[src/hdl/t2cc_regs.vh]
// Register map, field positions and reset values of the timer 2 capture/compare unit
`ifndef T2CC_REGS_VH
`define T2CC_REGS_VH
`define ADDR_W 6
`define OFF_CAPTURE_EDGE_CONTROL 6'h00
`define OFF_COMPARE_SET_ENABLE 6'h04
`define OFF_COMPARE_RESET_TOGGLE_ENABLE 6'h08
`define OFF_TIMER_EVENT_FLAGS 6'h0c
`define OFF_EXTENDED_IRQ_ENABLE 6'h10
`define OFF_COMPARE0_VALUE 6'h14
`define OFF_COMPARE1_VALUE 6'h18
`define OFF_COMPARE2_VALUE 6'h1c
`define OFF_CAPTURE0_VALUE 6'h20
`define OFF_CAPTURE1_VALUE 6'h24
`define OFF_CAPTURE2_VALUE 6'h28
`define OFF_CAPTURE3_VALUE 6'h2c
`define OFF_PORT4_STATE 6'h30
`define RST_BYTE 8'h00
`define RST_WORD 16'h0000
`define RST_PINS 6'h00
`define RST_TGL 2'h0
`define RST_FLAGS 7'h00
`define RST_MATCH 3'h0
`define RST_DATA 32'h0000_0000
`define FLD_BYTE0 7:0
`define FLD_BYTE1 15:8
`define FLD_EVENTS 6:0
`define FLD_CMP_FLAGS 6:4
`define FLD_CAP_FLAGS 3:0
`define FLD_TGL 7:6
`define FLD_PINS 5:0
`define RESP_OKAY 2'h0
`define RESP_SLVERR 2'h2
`endif

[src/hdl/capture_channel.v]
// One capture channel: edge detect, timer snapshot
`timescale 1ns/1ps
module capture_channel #(
  parameter TW = 16
) (
  input wire clk_sys,
  input wire rst_n,
  input wire ce,
  input wire pin,
  input wire rise_en,
  input wire fall_en,
  input wire [TW-1:0] timer_value,
  output reg [TW-1:0] value_q,
  output wire event_p
);
`include "t2cc_regs.vh"
  reg pin_q;
  assign event_p = ce & ((rise_en & pin & ~pin_q) | (fall_en & ~pin & pin_q));
  always @(posedge clk_sys or negedge rst_n) begin
    if (!rst_n) begin
      pin_q <= 1'b0;
      value_q <= `RST_WORD;
    end else if (ce) begin
      pin_q <= pin;
      if (event_p) begin
        value_q <= timer_value;
      end
    end
  end
endmodule

[src/hdl/compare_channel.v]
// One compare channel: match on a timer increment while the timer equals the compare value
`timescale 1ns/1ps
module compare_channel #(
  parameter TW = 16
) (
  input wire [TW-1:0] timer_value,
  input wire timer_inc,
  input wire [TW-1:0] compare_value,
  output wire match_p
);
  assign match_p = timer_inc & (timer_value == compare_value);
endmodule

[src/hdl/timer2_capture_compare_outputs.v]
// Timer 2 capture/compare unit with AXI4-Lite register slave
`timescale 1ns/1ps
////////////////////////////////////////////////////////////////////////////////
// Functional notes
// - Two edge-arm bits per capture channel
// - Armed edge copies 16-bit timer value
// - Capture edge sets flag, gated interrupt
// - Compare each timer increment with pairs
// - Match flag set two cycles later
// - Compare interrupt needs enable bits 6:4
// - Compare 0 sets enabled pins 0-5
// - Compare 1 clears enabled pins 0-5
// - Compare 2 toggles pins 6, 7
// - Toggle flops drive pins, read in set-enable
// - Each toggle flop follows own enable
// - Zero enable bit disables pin action
// - Set-enable bits 5:0 map to pins
// - Reset/toggle-enable bit mapping
module timer2_capture_compare_outputs #(
  parameter TW = 16
) (
  input wire clk_sys,
  input wire rstn,
  input wire ce,
  input wire [TW-1:0] timer_value,
  input wire timer_inc,
  input wire capture0_input_pin,
  input wire capture1_input_pin,
  input wire capture2_input_pin,
  input wire capture3_input_pin,
  output reg [7:0] port4_out_q,
  output reg [6:0] irq_req_q,
  input wire [5:0] s_axi_awaddr,
  input wire s_axi_awvalid,
  output reg s_axi_awready,
  input wire [31:0] s_axi_wdata,
  input wire [3:0] s_axi_wstrb,
  input wire s_axi_wvalid,
  output reg s_axi_wready,
  output reg [1:0] s_axi_bresp,
  output reg s_axi_bvalid,
  input wire s_axi_bready,
  input wire [5:0] s_axi_araddr,
  input wire s_axi_arvalid,
  output reg s_axi_arready,
  output reg [31:0] s_axi_rdata,
  output reg [1:0] s_axi_rresp,
  output reg s_axi_rvalid,
  input wire s_axi_rready
);
`include "t2cc_regs.vh"
////////////////////////////////////////////////////////////////////////////////
// Reset release
  reg rst_s1_q;
  reg rst_n;
  always @(posedge clk_sys or negedge rstn) begin
    if (!rstn) begin
      rst_s1_q <= 1'b0;
      rst_n <= 1'b0;
    end else begin
      rst_s1_q <= 1'b1;
      rst_n <= rst_s1_q;
    end
  end
////////////////////////////////////////////////////////////////////////////////
// Registers
  reg [7:0] capture_edge_control_q;
  reg [5:0] set_pins_q;
  reg [7:0] compare_reset_toggle_enable_q;
  reg [6:0] timer_event_flags_q;
  reg [6:0] extended_irq_enable_q;
  reg [TW-1:0] compare0_value_q;
  reg [TW-1:0] compare1_value_q;
  reg [TW-1:0] compare2_value_q;
  reg [1:0] toggle_q;
  reg [2:0] match_q;
  wire [3:0] cap_pins;
  wire [3:0] cap_event;
  wire [TW-1:0] cap_val [0:3];
  wire [2:0] match_p;
  wire [7:0] compare_set_enable;
  assign cap_pins = {capture3_input_pin, capture2_input_pin, capture1_input_pin,
                     capture0_input_pin};
  assign compare_set_enable = {toggle_q, set_pins_q};
////////////////////////////////////////////////////////////////////////////////
// Capture and compare channels
  genvar gi;
  generate
    for (gi = 0; gi < 4; gi = gi + 1) begin : g_cap
      capture_channel #(.TW(TW)) u_cap (
        .clk_sys(clk_sys),
        .rst_n(rst_n),
        .ce(ce),
        .pin(cap_pins[gi]),
        .rise_en(capture_edge_control_q[2*gi]),
        .fall_en(capture_edge_control_q[2*gi+1]),
        .timer_value(timer_value),
        .value_q(cap_val[gi]),
        .event_p(cap_event[gi])
      );
    end
  endgenerate
  compare_channel #(.TW(TW)) u_cmp0 (
    .timer_value(timer_value),
    .timer_inc(timer_inc & ce),
    .compare_value(compare0_value_q),
    .match_p(match_p[0])
  );
  compare_channel #(.TW(TW)) u_cmp1 (
    .timer_value(timer_value),
    .timer_inc(timer_inc & ce),
    .compare_value(compare1_value_q),
    .match_p(match_p[1])
  );
  compare_channel #(.TW(TW)) u_cmp2 (
    .timer_value(timer_value),
    .timer_inc(timer_inc & ce),
    .compare_value(compare2_value_q),
    .match_p(match_p[2])
  );
////////////////////////////////////////////////////////////////////////////////
// Bus decode
  wire wr_go;
  wire rd_go;
  wire [5:0] wa;
  reg [31:0] rd_d;
  reg rd_ok;
  reg wr_ok;
  reg [6:0] flag_clr;
  // No new take while a ready pulse or a response still stands
  assign wr_go = ce & s_axi_awvalid & s_axi_wvalid & ~s_axi_awready & ~s_axi_bvalid;
  assign rd_go = ce & s_axi_arvalid & ~s_axi_arready & ~s_axi_rvalid;
  assign wa = s_axi_awaddr;
  always @* begin
    wr_ok = 1'b1;
    if (wa == `OFF_CAPTURE_EDGE_CONTROL) begin
      wr_ok = 1'b1;
    end else if (wa == `OFF_COMPARE_SET_ENABLE) begin
      wr_ok = 1'b1;
    end else if (wa == `OFF_COMPARE_RESET_TOGGLE_ENABLE) begin
      wr_ok = 1'b1;
    end else if (wa == `OFF_TIMER_EVENT_FLAGS) begin
      wr_ok = 1'b1;
    end else if (wa == `OFF_EXTENDED_IRQ_ENABLE) begin
      wr_ok = 1'b1;
    end else if (wa == `OFF_COMPARE0_VALUE || wa == `OFF_COMPARE1_VALUE) begin
      wr_ok = 1'b1;
    end else if (wa == `OFF_COMPARE2_VALUE) begin
      wr_ok = 1'b1;
    end else begin
      wr_ok = 1'b0;
    end
    // Write-one-to-clear on the event flags
    flag_clr = 7'h00;
    if (wr_go && wa == `OFF_TIMER_EVENT_FLAGS && s_axi_wstrb[0]) begin
      flag_clr = s_axi_wdata[6:0];
    end
  end
  always @* begin
    rd_ok = 1'b1;
    rd_d = 32'h0000_0000;
    if (s_axi_araddr == `OFF_CAPTURE_EDGE_CONTROL) begin
      rd_d[7:0] = capture_edge_control_q;
    end else if (s_axi_araddr == `OFF_COMPARE_SET_ENABLE) begin
      rd_d[7:0] = compare_set_enable;
    end else if (s_axi_araddr == `OFF_COMPARE_RESET_TOGGLE_ENABLE) begin
      rd_d[7:0] = compare_reset_toggle_enable_q;
    end else if (s_axi_araddr == `OFF_TIMER_EVENT_FLAGS) begin
      rd_d[6:0] = timer_event_flags_q;
    end else if (s_axi_araddr == `OFF_EXTENDED_IRQ_ENABLE) begin
      rd_d[6:0] = extended_irq_enable_q;
    end else if (s_axi_araddr == `OFF_COMPARE0_VALUE) begin
      rd_d[TW-1:0] = compare0_value_q;
    end else if (s_axi_araddr == `OFF_COMPARE1_VALUE) begin
      rd_d[TW-1:0] = compare1_value_q;
    end else if (s_axi_araddr == `OFF_COMPARE2_VALUE) begin
      rd_d[TW-1:0] = compare2_value_q;
    end else if (s_axi_araddr == `OFF_CAPTURE0_VALUE) begin
      rd_d[TW-1:0] = cap_val[0];
    end else if (s_axi_araddr == `OFF_CAPTURE1_VALUE) begin
      rd_d[TW-1:0] = cap_val[1];
    end else if (s_axi_araddr == `OFF_CAPTURE2_VALUE) begin
      rd_d[TW-1:0] = cap_val[2];
    end else if (s_axi_araddr == `OFF_CAPTURE3_VALUE) begin
      rd_d[TW-1:0] = cap_val[3];
    end else if (s_axi_araddr == `OFF_PORT4_STATE) begin
      rd_d[7:0] = port4_out_q;
    end else begin
      rd_ok = 1'b0;
    end
  end
////////////////////////////////////////////////////////////////////////////////
// Bus handshake: ready pulses on the taking edge, response one edge later
  always @(posedge clk_sys or negedge rst_n) begin
    if (!rst_n) begin
      s_axi_awready <= 1'b0;
      s_axi_wready <= 1'b0;
      s_axi_bvalid <= 1'b0;
      s_axi_bresp <= `RESP_OKAY;
      s_axi_arready <= 1'b0;
      s_axi_rvalid <= 1'b0;
      s_axi_rresp <= `RESP_OKAY;
      s_axi_rdata <= `RST_DATA;
    end else if (ce) begin
      s_axi_awready <= wr_go;
      s_axi_wready <= wr_go;
      s_axi_arready <= rd_go;
      if (s_axi_bvalid && s_axi_bready) begin
        s_axi_bvalid <= 1'b0;
      end
      if (s_axi_rvalid && s_axi_rready) begin
        s_axi_rvalid <= 1'b0;
      end
      // Response only after the address and data handshake edge
      if (s_axi_awready) begin
        s_axi_bvalid <= 1'b1;
      end
      if (s_axi_arready) begin
        s_axi_rvalid <= 1'b1;
      end
      if (wr_go) begin
        s_axi_bresp <= wr_ok ? `RESP_OKAY : `RESP_SLVERR;
      end
      if (rd_go) begin
        s_axi_rdata <= rd_d;
        s_axi_rresp <= rd_ok ? `RESP_OKAY : `RESP_SLVERR;
      end
    end
  end
////////////////////////////////////////////////////////////////////////////////
// Register writes
  always @(posedge clk_sys or negedge rst_n) begin
    if (!rst_n) begin
      capture_edge_control_q <= `RST_BYTE;
      set_pins_q <= `RST_PINS;
      compare_reset_toggle_enable_q <= `RST_BYTE;
      extended_irq_enable_q <= `RST_FLAGS;
      compare0_value_q <= `RST_WORD;
      compare1_value_q <= `RST_WORD;
      compare2_value_q <= `RST_WORD;
    end else if (wr_go) begin
      // Low lane holds the byte registers and compare low bytes
      if (s_axi_wstrb[0]) begin
        if (wa == `OFF_CAPTURE_EDGE_CONTROL) begin
          capture_edge_control_q <= s_axi_wdata[`FLD_BYTE0];
        end else if (wa == `OFF_COMPARE_SET_ENABLE) begin
          set_pins_q <= s_axi_wdata[`FLD_PINS];
        end else if (wa == `OFF_COMPARE_RESET_TOGGLE_ENABLE) begin
          compare_reset_toggle_enable_q <= s_axi_wdata[`FLD_BYTE0];
        end else if (wa == `OFF_EXTENDED_IRQ_ENABLE) begin
          extended_irq_enable_q <= s_axi_wdata[`FLD_EVENTS];
        end else if (wa == `OFF_COMPARE0_VALUE) begin
          compare0_value_q[`FLD_BYTE0] <= s_axi_wdata[`FLD_BYTE0];
        end else if (wa == `OFF_COMPARE1_VALUE) begin
          compare1_value_q[`FLD_BYTE0] <= s_axi_wdata[`FLD_BYTE0];
        end else if (wa == `OFF_COMPARE2_VALUE) begin
          compare2_value_q[`FLD_BYTE0] <= s_axi_wdata[`FLD_BYTE0];
        end
      end
      if (s_axi_wstrb[1]) begin
        if (wa == `OFF_COMPARE0_VALUE) begin
          compare0_value_q[`FLD_BYTE1] <= s_axi_wdata[`FLD_BYTE1];
        end else if (wa == `OFF_COMPARE1_VALUE) begin
          compare1_value_q[`FLD_BYTE1] <= s_axi_wdata[`FLD_BYTE1];
        end else if (wa == `OFF_COMPARE2_VALUE) begin
          compare2_value_q[`FLD_BYTE1] <= s_axi_wdata[`FLD_BYTE1];
        end
      end
    end
  end
////////////////////////////////////////////////////////////////////////////////
// Flags, interrupt requests and port-4 outputs
  always @(posedge clk_sys or negedge rst_n) begin
    if (!rst_n) begin
      match_q <= `RST_MATCH;
      timer_event_flags_q <= `RST_FLAGS;
      irq_req_q <= `RST_FLAGS;
      port4_out_q <= `RST_BYTE;
      toggle_q <= `RST_TGL;
    end else if (ce) begin
      match_q <= match_p;
      // Set beats clear; compare flags land two cycles after the match
      timer_event_flags_q[`FLD_CAP_FLAGS] <= (timer_event_flags_q[`FLD_CAP_FLAGS] &
        ~flag_clr[`FLD_CAP_FLAGS]) | cap_event;
      timer_event_flags_q[`FLD_CMP_FLAGS] <= (timer_event_flags_q[`FLD_CMP_FLAGS] &
        ~flag_clr[`FLD_CMP_FLAGS]) | match_q;
      // Requests follow the flags one cycle later
      irq_req_q <= timer_event_flags_q & extended_irq_enable_q;
      // Set first, then reset, so reset wins
      port4_out_q[`FLD_PINS] <= (port4_out_q[`FLD_PINS] |
        ({6{match_p[0]}} & set_pins_q)) &
        ~({6{match_p[1]}} & compare_reset_toggle_enable_q[`FLD_PINS]);
      // Toggle flops, not the pin latch, hold pins 7:6
      toggle_q <= toggle_q ^ ({2{match_p[2]}} &
        compare_reset_toggle_enable_q[`FLD_TGL]);
      port4_out_q[`FLD_TGL] <= toggle_q ^ ({2{match_p[2]}} &
        compare_reset_toggle_enable_q[`FLD_TGL]);
    end
  end
endmodule

[config.mk]
export PLATFORM = sky130hd
export DESIGN_NAME = timer2_capture_compare_outputs
export DESIGN_NICKNAME = d
export VERILOG_FILES = /design/src/hdl/capture_channel.v /design/src/hdl/compare_channel.v /design/src/hdl/timer2_capture_compare_outputs.v
export VERILOG_INCLUDE_DIRS = /design/src /design/src/hdl
export SDC_FILE = /design/constraint.sdc
export NUM_CORES = 1
export LEC_CHECK = 0
export BUFFER_PORTS_ARGS = -buffer_cell sky130_fd_sc_hd__buf_4
export CORE_UTILIZATION = 64
export CTS_BUF_LIST = sky130_fd_sc_hd__clkbuf_4
export DETAILED_ROUTE_END_ITERATION = 6
export PLACE_DENSITY = 0.88
export SLEW_MARGIN = 5
export SYNTH_ARGS = -nofsm -noshare
export SYNTH_HDL_FRONTEND = slang
export SYNTH_HIERARCHICAL = 1
export SYNTH_SLANG_ARGS = --single-unit
[constraint.sdc]
create_clock -name clk_sys -period 8.6 [get_ports clk_sys]
set_input_delay 2.58 -clock clk_sys [delete_from_list [all_inputs] [get_ports clk_sys]]
set_output_delay 2.58 -clock clk_sys [all_outputs]
set_load 0.05 [all_outputs]
# Yosys cells after proc, flatten, opt, wreduce, memory -nomap -nowiden
# Index checks and enable logic that the tools add are counted.
[op_classes] addsub=0 mul=0 n_div=0 n_lt_le_gt_ge=0 eq_ne=22 n_shift=0 muxes=46 bitwise=67 n_reduce_logical=27
[op_table] operator="$mux 16" count=6
[op_table] operator="$mux 8" count=9
[op_table] operator="$eq 16x16->1" count=3
[op_table] operator="$eq 6x5->1 const B" count=8
[op_table] operator="$and 1x1->1" count=31
[op_table] operator="$eq 6x6->1 const B" count=5
[op_table] operator="$eq 6x4->1 const B" count=4
[op_table] operator="$mux 1" count=24
[op_table] operator="$mux 7" count=3
[op_table] operator="$and 6x6->6" count=3
[op_table] operator="$mux 9" count=2
[op_table] operator="$not 1->1" count=18
[op_table] operator="$reduce_and 2->1" count=8
[op_table] operator="$eq 6x3->1 const B" count=2
[op_table] operator="$logic_not 6->1" count=2
[op_table] operator="$reduce_and 5->1" count=2
[op_table] operator="$reduce_and 9->1" count=1
[op_table] operator="$reduce_and 4->1" count=2
[op_table] operator="$reduce_and 8->1" count=1
[op_table] operator="$and 7x7->7" count=1
[op_table] operator="$reduce_and 7->1" count=1
[op_table] operator="$not 6->6" count=1
[op_table] operator="$or 6x6->6" count=1
[op_table] operator="$reduce_and 3->1" count=2
[op_table] operator="14 further kinds" count=22
[totals] reg_bits=198 latchBits=0 ram_bits=0 romBits=0 input_bits=77 output_inout_bits=56 wordCells=194 n_memories=0

# Depth between registers and ports, before layout
# Gate-level depths: netlist of the first run.
[depth] word_depth=15 mapped_depth=9

# Modules after synthesis
# The synthesis of the first run kept the hierarchy.
[modules_own_cells] mod="timer2_capture_compare_outputs" instances=1 cells_each=539 area_per_inst_um2=6316.1 seq_area_each_um2=3153.0
[modules_own_cells] mod="capture_channel" instances=4 cells_each=38 area_per_inst_um2=699.4 seq_area_each_um2=425.4
[modules_own_cells] mod="compare_channel" instances=3 cells_each=22 area_per_inst_um2=181.4 seq_area_each_um2=0.0

# Least setup slack after synthesis of the first run
# OpenSTA, ideal clock, no wires.
[synth_path] path_type="input to register" start="in s_axi_wvalid" end="reg capture_edge_control_q[0]" setup_ps=125 arrival_time_ps=4206 slack_ps=4269 stages=7 n_path_buf=2 cell_sequence="and3_1 > nand2_2 > or4_1 > clkbuf_2 > or3_1 > buf_6 > mux2_4"
[synth_between] elab_chain_cells=4
[synth_lines] element="start, declared" line="timer2_capture_compare_outputs.v:38" text="input wire s_axi_wvalid,"
[synth_lines] element="$and 1x1->1 (3 in a row)" line="timer2_capture_compare_outputs.v:131" text="assign wr_go = ce & s_axi_awvalid & s_axi_wvalid & ~s_axi_awready & ~s_axi_bvalid;"
[synth_lines] element="$reduce_and 3->1 (no line)"
[synth_lines] element="end signal, assigned" line="timer2_capture_compare_outputs.v:234" text="capture_edge_control_q <= `RST_BYTE;"
[synth_lines] element="end signal, assigned" line="timer2_capture_compare_outputs.v:245" text="capture_edge_control_q <= s_axi_wdata[`FLD_BYTE0];"
[synth_lines] element="end, declared" line="timer2_capture_compare_outputs.v:67" text="reg [7:0] capture_edge_control_q;"
# Every way passes these cells.
# A chain may end at the register's enable or synchronous reset.

# Final worst setup path of the first run
[layout_path] start="in s_axi_araddr[2]" end="reg s_axi_rdata[6]"
[layout_between] elab_chain_cells=14 elab_cells_between_ends=26
[layout_lines] element="start, declared" line="timer2_capture_compare_outputs.v:43" text="input wire [5:0] s_axi_araddr,"
[layout_lines] element="$eq 6x6->1 (no line)"
[layout_lines] element="$mux 8" line="timer2_capture_compare_outputs.v:186" text="end else if (s_axi_araddr == `OFF_PORT4_STATE) begin"
[layout_lines] element="$mux 8" line="timer2_capture_compare_outputs.v:184" text="end else if (s_axi_araddr == `OFF_CAPTURE3_VALUE) begin"
[layout_lines] element="$mux 16" line="timer2_capture_compare_outputs.v:182" text="end else if (s_axi_araddr == `OFF_CAPTURE2_VALUE) begin"
[layout_lines] element="$mux 16" line="timer2_capture_compare_outputs.v:180" text="end else if (s_axi_araddr == `OFF_CAPTURE1_VALUE) begin"
[layout_lines] element="$mux 16" line="timer2_capture_compare_outputs.v:178" text="end else if (s_axi_araddr == `OFF_CAPTURE0_VALUE) begin"
[layout_lines] element="$mux 16" line="timer2_capture_compare_outputs.v:176" text="end else if (s_axi_araddr == `OFF_COMPARE2_VALUE) begin"
[layout_lines] element="$mux 16" line="timer2_capture_compare_outputs.v:174" text="end else if (s_axi_araddr == `OFF_COMPARE1_VALUE) begin"
[layout_lines] element="$mux 16" line="timer2_capture_compare_outputs.v:172" text="end else if (s_axi_araddr == `OFF_COMPARE0_VALUE) begin"
[layout_lines] element="$mux 7" line="timer2_capture_compare_outputs.v:170" text="end else if (s_axi_araddr == `OFF_EXTENDED_IRQ_ENABLE) begin"
[layout_lines] element="$mux 7" line="timer2_capture_compare_outputs.v:168" text="end else if (s_axi_araddr == `OFF_TIMER_EVENT_FLAGS) begin"
[layout_lines] element="$mux 8" line="timer2_capture_compare_outputs.v:166" text="end else if (s_axi_araddr == `OFF_COMPARE_RESET_TOGGLE_ENABLE) begin"
[layout_lines] element="$mux 8" line="timer2_capture_compare_outputs.v:164" text="end else if (s_axi_araddr == `OFF_COMPARE_SET_ENABLE) begin"
[layout_lines] element="$mux 8 (*)" line="timer2_capture_compare_outputs.v:162" text="if (s_axi_araddr == `OFF_CAPTURE_EDGE_CONTROL) begin"
[layout_lines] element="end signal, assigned" line="timer2_capture_compare_outputs.v:203" text="s_axi_rdata <= `RST_DATA;"
[layout_lines] element="end signal, assigned" line="timer2_capture_compare_outputs.v:225" text="s_axi_rdata <= rd_d;"
[layout_lines] element="end, declared" line="timer2_capture_compare_outputs.v:46" text="output reg [31:0] s_axi_rdata,"
# Every way passes the cells marked *; elsewhere a longest branch is shown, timed or not.

==> results summary, run 1 <==
The worst reg-to-reg path cell count came out at 5. The initial utilization of the core area, before any placement, comes to 66.0%. The arrival time of data at the critical path endpoint is 5310 ps. The worst path uses 55.3% of the clock period.

The register area share after synthesis came out at 50.3%. Dividing the detail-routed via count by the number of cells gives 6.54. The count of final max-slew check failures came out at 0. Summed over its instances, the top area cell type makes up 50.3% of the synthesized netlist area. The power density over the cells is 166 nW/um^2. The net count of the finished layout is 920. The tree is rooted in a clkbuf_4. The worst slack after detailed placement is 3160 ps. The switching part of the total came out at 28.7%. Entering global routing, the biggest net connects 83 pins. The number of remaining DRC errors came out at 19.

The category of the worst setup path capture point is a flip-flop. Post-CTS timing repair inserted 0 buffers for setup. The clock group share of total power is 29.1%. The hold violation total from the final report is 0. The remaining max-slew budget at the tightest pin is 13.8%. The number of H-tree branching levels is 4. The number of DRC markers in iteration 0 came out at 950. VDD sags by at most 0.000151 V.

In this run the vertical extent of the chip is 125 microns. The setup violation total in the final timing report is 0. Among all flip-flop cells after synthesis, the most frequent one is dfrtp_1.

The smallest clock period supported by the final layout is computed as 4750 ps. The cell area after placement came out at 10,400 sq um. The number of warnings printed during yosys synthesis is 6. The number of buffers inserted for hold repair after clock tree synthesis came out at 0.

The total die area came out at 15,600 sq um. The antenna diode count came out at 0. The net switching power of the design is 0.000509 W. After floorplanning, the core was divided into 44 placement rows. The share of cells above drive strength 1 came out at 37.0%. The critical path goes through buf_4, inv_1, nor3_2, a222oi_1, o211ai_1, a22o_1. The clock passes through at most 2 buffers. TritonCTS built the clock tree.

The sequential share of power came out at 56.0%. The post-layout worst setup margin is 3850 ps. The slowest cell on the critical path is nor3_2.

The count of clock tree sinks is 194. The total power of the final layout came out at 0.00178 W. The worst setup path is of the input port to flip-flop kind. At the end of routability-driven placement, the weighted congestion stood at 0.976.

The cell area after synthesis came out at 9660 sq um. The netlist uses 57 different library cells. The transition at the pin with the smallest max-transition slack came out at 1290 ps.

The detailed placement HPWL is 16,100 microns. The sum of overflow across all layers after global routing is 0. The gate count after technology mapping is 757. The post-synthesis average cell area came out at 12.8 sq um. The post-synthesis to final-layout area growth is 10.5%.

The min-delay analysis places its worst path in the category flip-flop to async pin. The cell-internal power came out at 0.00127 W. The required time of the worst setup path is 9160 ps. The number of enable flip-flop cells after synthesis came out at 0. The post-route setup TNS came out at 0 ps. The remaining antenna violation count after routing came out at 0. The analysis attributes to cell leakage a power of 4.99 nW.

The worst setup path is launched from an input port. The maximum single-stage delay on the critical path is 1090 ps. The logic gate share of total power came out at 14.9%. The share of synthesized registers carrying an async set or reset came out at 100%. The clock input transition at the sequential cells of the worst setup and hold paths is 160 ps. The number of primary I/O pins is 133. The die is 125 microns wide.

At the later pin of the worst-skew pair, clock insertion delay measures 620 ps. The maximum frequency from static timing analysis is 210 MHz. The register bit total from synthesis is 194. The wire length of the first global-routing pass came out at 37,800 microns. The post-route cell area is 10,700 sq um.

The number of antenna violations at the first check in global routing is 0. The final routed wirelength across all metal layers is 23,700 microns. The tool flagged a number of max-cap violations equal to 0.

In this run, post-CTS repair resized a total of 0 instances. The core area came out at 14,600 sq um. In this run, CTS created clock tree buffers numbering 17. The overall via count from detail_route is 6,801. The first detailed-routing pass ran for 7 iterations. The largest fanout on the critical path is 34.

In the final routed layout, each cell accounts on average for 22.8 microns. The run finished, with violations left. Summed over all instances, the cell type with the most area after synthesis is dfrtp_1. Setup repair after global routing left no endpoint under its margin. The number of global-route vias before repair is 6,920. Ranked by total cell area, the synthesized netlist is headed by dfrtp_1, mux2_2, mux2_4. The final reports fail on design-rule violations. The total global routing track utilization is 32.2%.

The worst clock skew on the final layout is 27.4 ps. The number of buffer cells added on primary ports came out at 96.
[worst paths after layout]
| kind | end | slack [ps] | from |
|---|---|---|---|
| worst max register to register | set_pins_q[5]$_DFFE_PN0P_ | 6070 | s_axi_wready$_DFFE_PN0P_ |
| worst min register to register | s_axi_rvalid$_DFFE_PN0P_ | 270 | rst_n$_DFF_PN0_ |
| worst max-delay path | s_axi_rdata[6]$_DFFE_PN0P_ | 3850 | s_axi_araddr[2] |
| max in group asynchronous | rst_n$_DFF_PN0_ | 6800 | rstn |
| worst min-delay path | s_axi_rvalid$_DFFE_PN0P_ | 270 | rst_n$_DFF_PN0_ |
| min in group clk_sys | rst_n$_DFF_PN0_ | 380 | rst_s1_q$_DFF_PN0_ |
[power by group through the flow]
stage | combinational (W) | sequential (W) | clock (W)
floorplan | 0.000136 | 0.00105 | 0
global placement | 0.000252 | 0.00101 | 0
detailed placement | 0.000261 | 0.00101 | 0
CTS | 0.000262 | 0.000994 | 0.000519
global route | 0.000280 | 0.00100 | 0.000552
finish | 0.000264 | 0.000994 | 0.000518
[layout make-up]
| type | instances | area, sq um |
|---|---|---|
| timing repair buffer | 101 | 758 |
| multi-input combinational | 508 | 4450 |
| clock inverter | 14 | 158 |
| inverter | 21 | 78.8 |
| sequential | 194 | 4860 |
| tap | 184 | 230 |
| clock buffer | 18 | 135 |
| fill | 970 | 3970 |
[flip-flops by register name, summed over array words and instances, names as in the netlist]
signal and flops:
g_cap.u_cap/value_q 64, compare0_value_q 16, compare1_value_q 16, compare2_value_q 16
s_axi_rdata 16, capture_edge_control_q 8, compare_reset_toggle_enable_q 8, port4_out_q 8
extended_irq_enable_q 7, irq_req_q 7, timer_event_flags_q 7, set_pins_q 6
g_cap.u_cap/pin_q 4, match_q 3, rst_n 1, rst_s1_q 1
s_axi_arready 1, s_axi_bresp 1, s_axi_bvalid 1, s_axi_rresp 1
s_axi_rvalid 1, s_axi_wready 1
[cells by family (layout without fill, tap and decap cells)]
kind of cell,count (synthesis),count (layout),synth area share [%]
other,2,19,0.0778
buffers and inverters,72,154,4.42
XOR/XNOR,50,50,4.53
AO/OA/AOI/OAI,120,120,8.60
multiplexers,174,174,23.5
AND/OR/NAND/NOR,145,145,8.62
flip-flops,194,194,50.3
[routing by layer]
layer | part of all wire, % | track usage, %
met1 | 41 | 43.2
met2 | 49 | 52.0
met3 | 6.9 | 6.10
met4 | 2.9 | 12.8
met5 | 0 | 0
[layout by cell type (no fill, tap or decap), types with 4 or more instances in the layout]
cell type	n
a21oi_1	23
a222oi_1	9
a22o_1	19
a22oi_1	6
a2bb2oi_1	6
buf_4	101
clkbuf_4	18
clkinv_1	5
conb_1	19
dfrtp_1	193
inv_1	20
mux2_2	105
mux2_4	44
mux2i_1	11
mux4_2	14
nand2_1	53
nand2_4	4
nand3_1	11
nand4_1	10
nand4b_1	8
nor2_1	19
nor2_2	4
nor4_2	4
o2111ai_1	6
o21ai_0	33
o221ai_1	8
xnor2_1	38
xor2_1	12
[cells in the mapped netlist, drive strengths merged, types with 2 or more instances]
| library cell | count |
|---|---|
| a222oi | 9 |
| a21oi | 23 |
| conb | 2 |
| a22o | 19 |
| nand2b | 3 |
| nor4 | 8 |
| nand4b | 8 |
| a22oi | 6 |
| o221ai | 8 |
| a31oi | 3 |
| clkbuf | 19 |
| and3 | 2 |
| and2 | 3 |
| xor2 | 12 |
| nand3 | 11 |
| nor3 | 6 |
| xnor2 | 38 |
| nand2 | 58 |
| nor3b | 2 |
| or4b | 2 |
| mux4 | 14 |
| mux2i | 11 |
| or2 | 3 |
| mux2 | 149 |
| o2111ai | 6 |
| nand4 | 10 |
| inv | 20 |
| or3 | 2 |
| buf | 32 |
| o21ai | 33 |
| a2bb2oi | 6 |
| a211oi | 3 |
| nor2 | 23 |
| dfrtp | 194 |
[per-stage QoR]
| step | util [%] | hold slack (ps) | instances |
|---|---|---|---|
| 6_report | 72.9 | 268 | 1040 |
| 3_5_place_dp | 70.8 | 275 | 1008 |
| 5_1_grt | 72.9 | 318 | 1040 |
| 3_3_place_gp | 70.8 | 251 | 1008 |
| 4_1_cts | 72.8 | 284 | 1040 |
| 2_1_floorplan | - | 331 | 774 |
[critical path: cells and delay by family]
family | cells | cell delay, ps
buf+inv | 2 | 870
simple gates | 1 | 1090
compound gates | 3 | 760
Power figures use the tool's default switching activity.
==> run 2, diff against run 1 <==
Settings changed: CORE_UTILIZATION 64 to 60, PLACE_DENSITY 0.88 to 0.83.
Clock period 8.6 ns to 5 ns, I/O delays scaled along.
==> results summary, run 2 (synthesis results as in run 1) <==
The run finished with clean final reports. The chip height is 129 microns (+3.2%). The largest register by flop count is g_cap.u_cap/value_q. The final routed wirelength across all metal layers is 23,900 microns (+0.81%). In the layout the commonest cells are dfrtp_1, mux2_2, buf_4. The post-route cell area is 10,700 sq um (+0.69%). The maximum single-stage delay on the critical path came out at 830 ps (-260 ps). The wire length of the first global-routing pass came out at 38,000 microns (+0.66%).

Among all stages on the critical path, the largest delay is contributed by or4b_1. The number of H-tree branching levels is 4 (unchanged). The post-route setup TNS is 0 ps (unchanged). The fraction of the cycle the final worst path needs is 65.7%. The min-delay analysis places its worst path in the category flip-flop to flip-flop. The required time of the worst setup path is 5430 ps (-3730 ps). The maximum number of pins on one net before global-route repair was 193 (+130%). The setup violation total in the final timing report was 0 (unchanged). The top layer used by detailed routing is met4.

Setup repair after global routing left no endpoint under its margin. The transition at the pin with the smallest max-transition slack came to 1100 ps (-181 ps). The number of gates given a new drive strength after cts came out at 0 (unchanged). The worst slack after detailed placement is 1230 ps (-1930 ps). The detailed-routed wire length on met2 is 11,800 microns (+1.1%). The clock input transition at the sequential cells of the worst setup and hold paths came out at 150 ps (about the same). The number of flip-flops in the largest register came out at 64 (unchanged). The setup fix buffers added after clock tree synthesis is 0 (unchanged). The maximum frequency from static timing analysis is 305 MHz.

The number of filler instances in the final layout is 1,141 (+18%). The x dimension of the die came out at 129 microns (+3.2%). The post-synthesis to final-layout area growth came out at 11.3%. The number of global-route vias before repair was 6,934 (+0.20%). The standard-cell row count is 46 (+4.5%). The worst setup path is launched from an input port. The maximum clock path buffer count is 2 (unchanged). The arrival time of data at the critical path endpoint came out at 3720 ps (-1590 ps). The hold violation total from the final report is 0 (unchanged). The number of max-cap violations is 0 (unchanged).

The detailed-routing wirelength on met1 came out at 9720 microns (+0.29%). The clock latency at the later pin of the worst-skew pair came out at 590 ps (-30 ps). In this design, the critical path's most frequently occurring cell is nor2_1. The detailed placement HPWL is 16,600 microns (+2.7%). The post-layout worst setup margin is 1720 ps (-2130 ps).

The number of buffer cells added on primary ports was 96 (unchanged). The multi-input logic area came out at 4440 sq um (-0.28%). The total global routing track utilization came out at 30.9% (-1.3 points).

The weighted congestion at the end of routability-driven global placement came out at 0.853 (-13%). The most frequent standard cell in the layout excluding fill and tap cells is dfrtp_1. The overall via count from detail_route is 6,717 (-1.2%). The iteration count of the initial detailed-routing pass came out at 7 (unchanged).

The share of cells above drive strength 1 is 37.6% (+0.60 points). The sum of overflow across all layers after global routing came out at 0 (unchanged). The core area is 15,800 sq um (+7.7%). The worst clock skew on the final layout was 25.5 ps (-1.93 ps). The number of antenna violations at the first check in global routing came out at 1 (+1).

The total die area came out at 16,600 sq um (+6.6%). The remaining antenna violation count after routing is 0 (unchanged). The number of buffers inserted for hold repair after clock tree synthesis is 0 (unchanged). The area occupied by registers is 4860 sq um (unchanged). The category of the worst setup path capture point is a flip-flop. The ratio of routed vias to standard cells came out at 6.23 (-4.8%). TritonCTS built the clock tree. The cell family with the largest share of critical-path delay is simple AND/OR/NAND/NOR gates.

The cell area after placement was 10,500 sq um (+0.87%). The per-cell routed wire length was 22.1 microns (-2.8%). The count of final max-slew check failures came out at 0 (unchanged). The final hold slack is 379 ps (+111 ps).

The critical path class is input port to flip-flop. The largest voltage drop on the vdd net is 0.000236 V (+56%). The final standard cell utilization of the core was 68.1% (-4.7 points).

The root buffer cell is clkbuf_4. The number of DRC markers in iteration 0 is 615 (-35%). The leakage power total came out at 4.99 nW (+0.15%). The number of remaining DRC errors came out at 0 (-19).

The initial core utilization came out at 61.2% (-4.7 points). The number of primary I/O pins came out at 133 (unchanged). The largest fanout on the critical path is 14 (-59%). The TritonCTS buffer count is 17 (unchanged).

The total number of nets in the final design is 925 (+0.54%). The minimum clock period came out at 3280 ps. The count of clock tree sinks came out at 194 (unchanged). The remaining max-slew budget at the tightest pin is 26.0% (+12 points).

The buffer and inverter count on the worst path came to 1 (-1). The routed wire length on met3 came to 1710 microns (+4.5%). The power density over the cells came out at 281 nW/um^2 (+69%). The signal on the critical path passes through buf_4, or4b_1, nor2_1, nand2_1, a2bb2oi_1, nor2_1, o221ai_1.
run 2: where the power goes:
part | total [W] | internal, W | switching [W]
combinational | 0.000459 | 0.000182 | 0.000277
sequential | 0.00170 | 0.00165 | 0.0000555
clock | 0.000851 | 0.000300 | 0.000551
total | 0.00301 | 0.00213 | 0.000884
run 2: area by class of cell:
class,instances,area share [%]
Antenna cell,2,0.0466
Clock buffer,17,1.19
Timing Repair Buffer,106,7.52
Inverter,21,0.734
Clock inverter,15,1.46
Sequential cell,194,45.2
Tap cell,216,2.52
Multi-Input combinational cell,508,41.3
run 2: final timing paths:
path / start / endpoint / slack [ps] / cells after the start
worst max-delay path: s_axi_araddr[1] / s_axi_rdata[3]$_DFFE_PN0P_ / 1720 / 7
worst min-delay path: rst_s1_q$_DFF_PN0_ / rst_n$_DFF_PN0_ / 380 / 0
worst max register to register: s_axi_wready$_DFFE_PN0P_ / set_pins_q[1]$_DFFE_PN0P_ / 2540 / 5
worst min register to register: rst_s1_q$_DFF_PN0_ / rst_n$_DFF_PN0_ / 380 / 0
max in group asynchronous: rst_n$_DFF_PN0_ / g_cap[1].u_cap/value_q[13]$_DFFE_PN0P_ / 3750 / 1
min in group asynchronous: rst_n$_DFF_PN0_ / g_cap[3].u_cap/pin_q$_DFFE_PN0P_ / 530 / 1
run 2: metrics by stage:
step           total power, W  cells
2_1_floorplan         0.00203    774
6_report              0.00301   1079
5_1_grt               0.00313   1079
3_3_place_gp          0.00217   1045
3_5_place_dp          0.00219   1045
4_1_cts               0.00303   1077
run 2: routing by layer:
| layer | track usage [%] | vias up |
|---|---|---|
| li1 | - | 2913 |
| met1 | 40.8 | 3396 |
| met2 | 50.8 | 348 |
| met3 | 6.15 | 60 |
| met4 | 11.7 | 0 |
| met5 | 0 | - |
run 2: worst reg2reg max path: stages (launching register included):
cell and delay, ps:
dfrtp_1 450, nor2_1 180, nand2_2 110, or4_1 600, nor3b_2 600, mux2_2 420
==> run 3, diff against run 2 <==
Settings changed: ABC_AREA set to 1, CORE_UTILIZATION 60 to 54, PLACE_DENSITY 0.83 to 0.78.
Clock period 5 ns to 2.9 ns, I/O delays scaled along.
==> results summary, run 3 <==
The run finished with clean final reports. The largest fanout on the critical path came out at 4 (-10). The total instance count after detailed placement came out at 1,602 (+53%). The iteration count of the initial detailed-routing pass came out at 5 (-2). The final hold slack is 325 ps (-53.6 ps). The maximum single-stage delay on the critical path is 500 ps (-330 ps).

The highest-utilization routing layer at the global route stage is met2. The maximum number of pins on one net before global-route repair came out at 67 (-65%). The final cell count without fillers came out at 1,635 (+52%). The remaining antenna violation count after routing is 0 (unchanged). The transition at the pin with the smallest max-transition slack came to 744 ps (-361 ps). The number of H-tree branching levels is 4 (unchanged). In the synthesized netlist the dominant register cell turns out to be dfrtp_1. Sorting the synthesized cells by area gives the leading types as dfrtp_1, nand2_1, nand3_1.

The cell area after synthesis was 10,300 sq um (+6.5%). The antenna diode count is 0 (-2). The number of warnings printed during yosys synthesis was 6 (unchanged).

The register area share after synthesis is 47.2% (-3.1 points). The library cell used most frequently in the layout, excluding fill and tap cells, is nand2_1. The ratio of routed vias to standard cells came out at 5.69 (-8.6%). TritonCTS built the clock tree. The total global routing track utilization is 31.4% (+0.47 points). The number of remaining DRC errors came to 0 (unchanged). The gate count after technology mapping came out at 1,295 (+71%). The standard-cell row count came out at 50 (+8.7%). The fraction of synthesized cell area taken by the top area cell type is 47.2% (-3.1 points). The buffer and inverter count on the worst path came to 1 (unchanged).

The number of filler instances in the final layout is 1,680 (+47%). The area occupied by registers came out at 4860 sq um (unchanged). The post-synthesis average cell area is 7.94 sq um (-38%). The tree is rooted in a clkbuf_4. The arrival time of data at the critical path endpoint came out at 1350 ps (-2370 ps). The core area is 18,700 sq um (+19%). The number of DRC markers in iteration 0 is 957 (+56%).

The number of antenna violations at the first check in global routing came out at 0 (-1). The TritonCTS buffer count is 17 (unchanged). The overall via count from detail_route came out at 9,299 (+38%).

The post-layout worst setup margin came out at 685 ps (-1030 ps). The setup violation total in the final timing report is 0 (unchanged). The leakage power total is 5.63 nW (+13%). The power density over the cells came out at 499 nW/um^2 (+78%). The count of final max-slew check failures is 0 (unchanged). The clock latency at the later pin of the worst-skew pair came out at 610 ps (+20 ps). The worst setup path is of the flip-flop to output port kind.

The number of global-route vias before repair is 8,673 (+25%). The global routing met3 resource utilization was 6.02% (-0.14 points). The count of clock tree sinks is 194 (unchanged). The detailed placement HPWL came to 21,600 microns (+30%). The final routed wirelength across all metal layers is 29,500 microns (+24%). Broken down by cell family, the worst path's largest delay share belongs to flip-flops. The remaining max-slew budget at the tightest pin was 50.3% (+24 points). The sum of overflow across all layers after global routing came out at 0 (unchanged). The maximum clock path buffer count is 2 (unchanged).

The per-cell routed wire length is 18.1 microns (-18%). The hold violation total from the final report is 0 (unchanged). The register bit total from synthesis came out at 194 (unchanged). The share of synthesized registers carrying an async set or reset came to 100% (unchanged). Sorting the synthesized cells by how often they occur yields nand2_1, dfrtp_1, nand3_1, inv_1, nor2_1. The largest total area in the synthesized netlist belongs to dfrtp_1.

The required time of the worst setup path is 2030 ps (-3400 ps). The share of cells above drive strength 1 is 16.3% (-21 points). The wire length of the first global-routing pass is 47,100 microns (+24%). The post-synthesis to final-layout area growth came out at 10.7%. STA classifies the critical path endpoint as an output port. The initial core utilization is 55.0% (-6.3 points). The total number of nets in the final design is 1,465 (+58%). The number of primary I/O pins came to 133 (unchanged). The largest voltage drop on the vdd net came out at 0.000272 V (+15%).

The multi-input logic area came out at 4580 sq um (+3.2%). The minimum clock period came out at 2220 ps. Walking the worst path, the cells encountered are buf_4. The total power of the final layout is 0.00568 W (+88%).

The most common cell in the synthesized netlist is nand2_1. The post-route setup TNS came to 0 ps (unchanged). The maximum frequency from static timing analysis is 451 MHz. The global routing met2 resource utilization came out at 48.0% (-2.8 points). Setup repair after global routing left no endpoint under its margin. The number of buffer cells added on primary ports was 96 (unchanged). g_cap.u_cap/value_q holds more flip-flops than any other register. The clock input transition at the sequential cells of the worst setup and hold paths is 160 ps (about the same). The x dimension of the die is 140 microns (+8.6%).

The number of gates given a new drive strength after cts is 0 (unchanged). The setup fix buffers added after clock tree synthesis is 0 (unchanged). The worst clock skew on the final layout was 19.3 ps (-6.21 ps). The total die area is 19,600 sq um (+18%). On the critical path, the stage with the largest delay is an instance of dfrtp_1. The library cells used most frequently in the layout, excluding fill and tap cells, are nand2_1, dfrtp_1, nand3_1. The chip height is 140 microns (+8.6%). The number of max-cap violations came out at 0 (unchanged).

The number of flip-flops in the largest register is 64 (unchanged). The worst slack after detailed placement came out at 326 ps (-904 ps). The met1 track utilization from global routing is 43.8% (+3.0 points). The weighted congestion at the end of routability-driven global placement came out at 0.954 (+12%).

The min-delay analysis places its worst path in the category flip-flop to async pin. The count of distinct cell types in the synthesized netlist is 43 (-25%). STA classifies the critical path startpoint as a flip-flop.

The fraction of the cycle the final worst path needs is 76.4%. The number of enable flip-flop cells after synthesis is 0 (unchanged).
-- run 3: cell count changes after synthesis, moves of 14 or more --
cell,previous run,this run
xnor2_1,38,0
nand2_2,1,19
mux2_4,44,0
nand3_1,11,166
nand2_1,53,381
o21ai_0,33,74
mux4_2,14,0
a21oi_1,23,42
inv_1,20,110
a22o_1,19,0
nor2_1,19,75
o21ai_1,0,29
mux2_2,105,0
o21ai_2,0,15
-- run 3: layout make-up --
class | instances | area share (%)
sequential | 194 | 42.7
multi-input combinational | 937 | 40.3
timing repair buffer | 117 | 7.96
inverter | 121 | 3.99
tap | 234 | 2.57
clock inverter | 14 | 1.35
clock buffer | 18 | 1.19
-- run 3: where the power goes --
group | switching, W | internal (W) | leakage (nW)
clock network | 0.000986 | 0.000531 | 0.143
registers | 0.000167 | 0.00293 | 2.37
logic | 0.000730 | 0.000326 | 3.12
total | 0.00188 | 0.00379 | 5.63
-- run 3: per-stage QoR --
stage,instance area (sq um),util (%)
after floorplan,10400,-
after detailed placement,11100,59.3
after global routing,11400,60.9
final,11400,60.9
after global placement,11100,59.3
after CTS,11400,60.9
-- run 3: kinds of logic after synthesis --
group	synth area share [%]
simple gates	31.6
flops	47.2
compound gates	10.8
buf+inv	8.87
xor+xnor	1.45
other cells	0.0730
-- run 3: per-layer routing --
layer	vias up	wire length (microns)	share of wire, %
met4	0	930	3.2
met1	4403	12600	43
li1	4382	-	-
met5	-	0	0
met3	58	2580	8.7
met2	456	13400	45
-- run 3: path summary, 6_finish.rpt --
kind                                            start                                to  slack (ps)  cells past startpoint
min reg2reg                           rst_n$_DFF_PN0_  compare2_value_q[12]$_DFFE_PN0P_         320                      0
max reg2reg                  s_axi_wready$_DFFE_PN0P_   compare1_value_q[3]$_DFFE_PN0P_        1020                      3
max                        port4_out_q[6]$_DFFE_PN0P_                    port4_out_q[6]         680                      1
min in group clk_sys               rst_s1_q$_DFF_PN0_                   rst_n$_DFF_PN0_         380                      0
max in group asynchronous             rst_n$_DFF_PN0_        s_axi_rdata[6]$_DFFE_PN0P_        1800                      1
min                                   rst_n$_DFF_PN0_  compare2_value_q[12]$_DFFE_PN0P_         320                      0
-- run 3: repair_timing --
| action | CTS | global route |
|---|---|---|
| hold endpoints to repair | 2 | 0 |
| endpoints found under the setup margin | 0 | 0 |
| hold buffers | 1 | 0 |
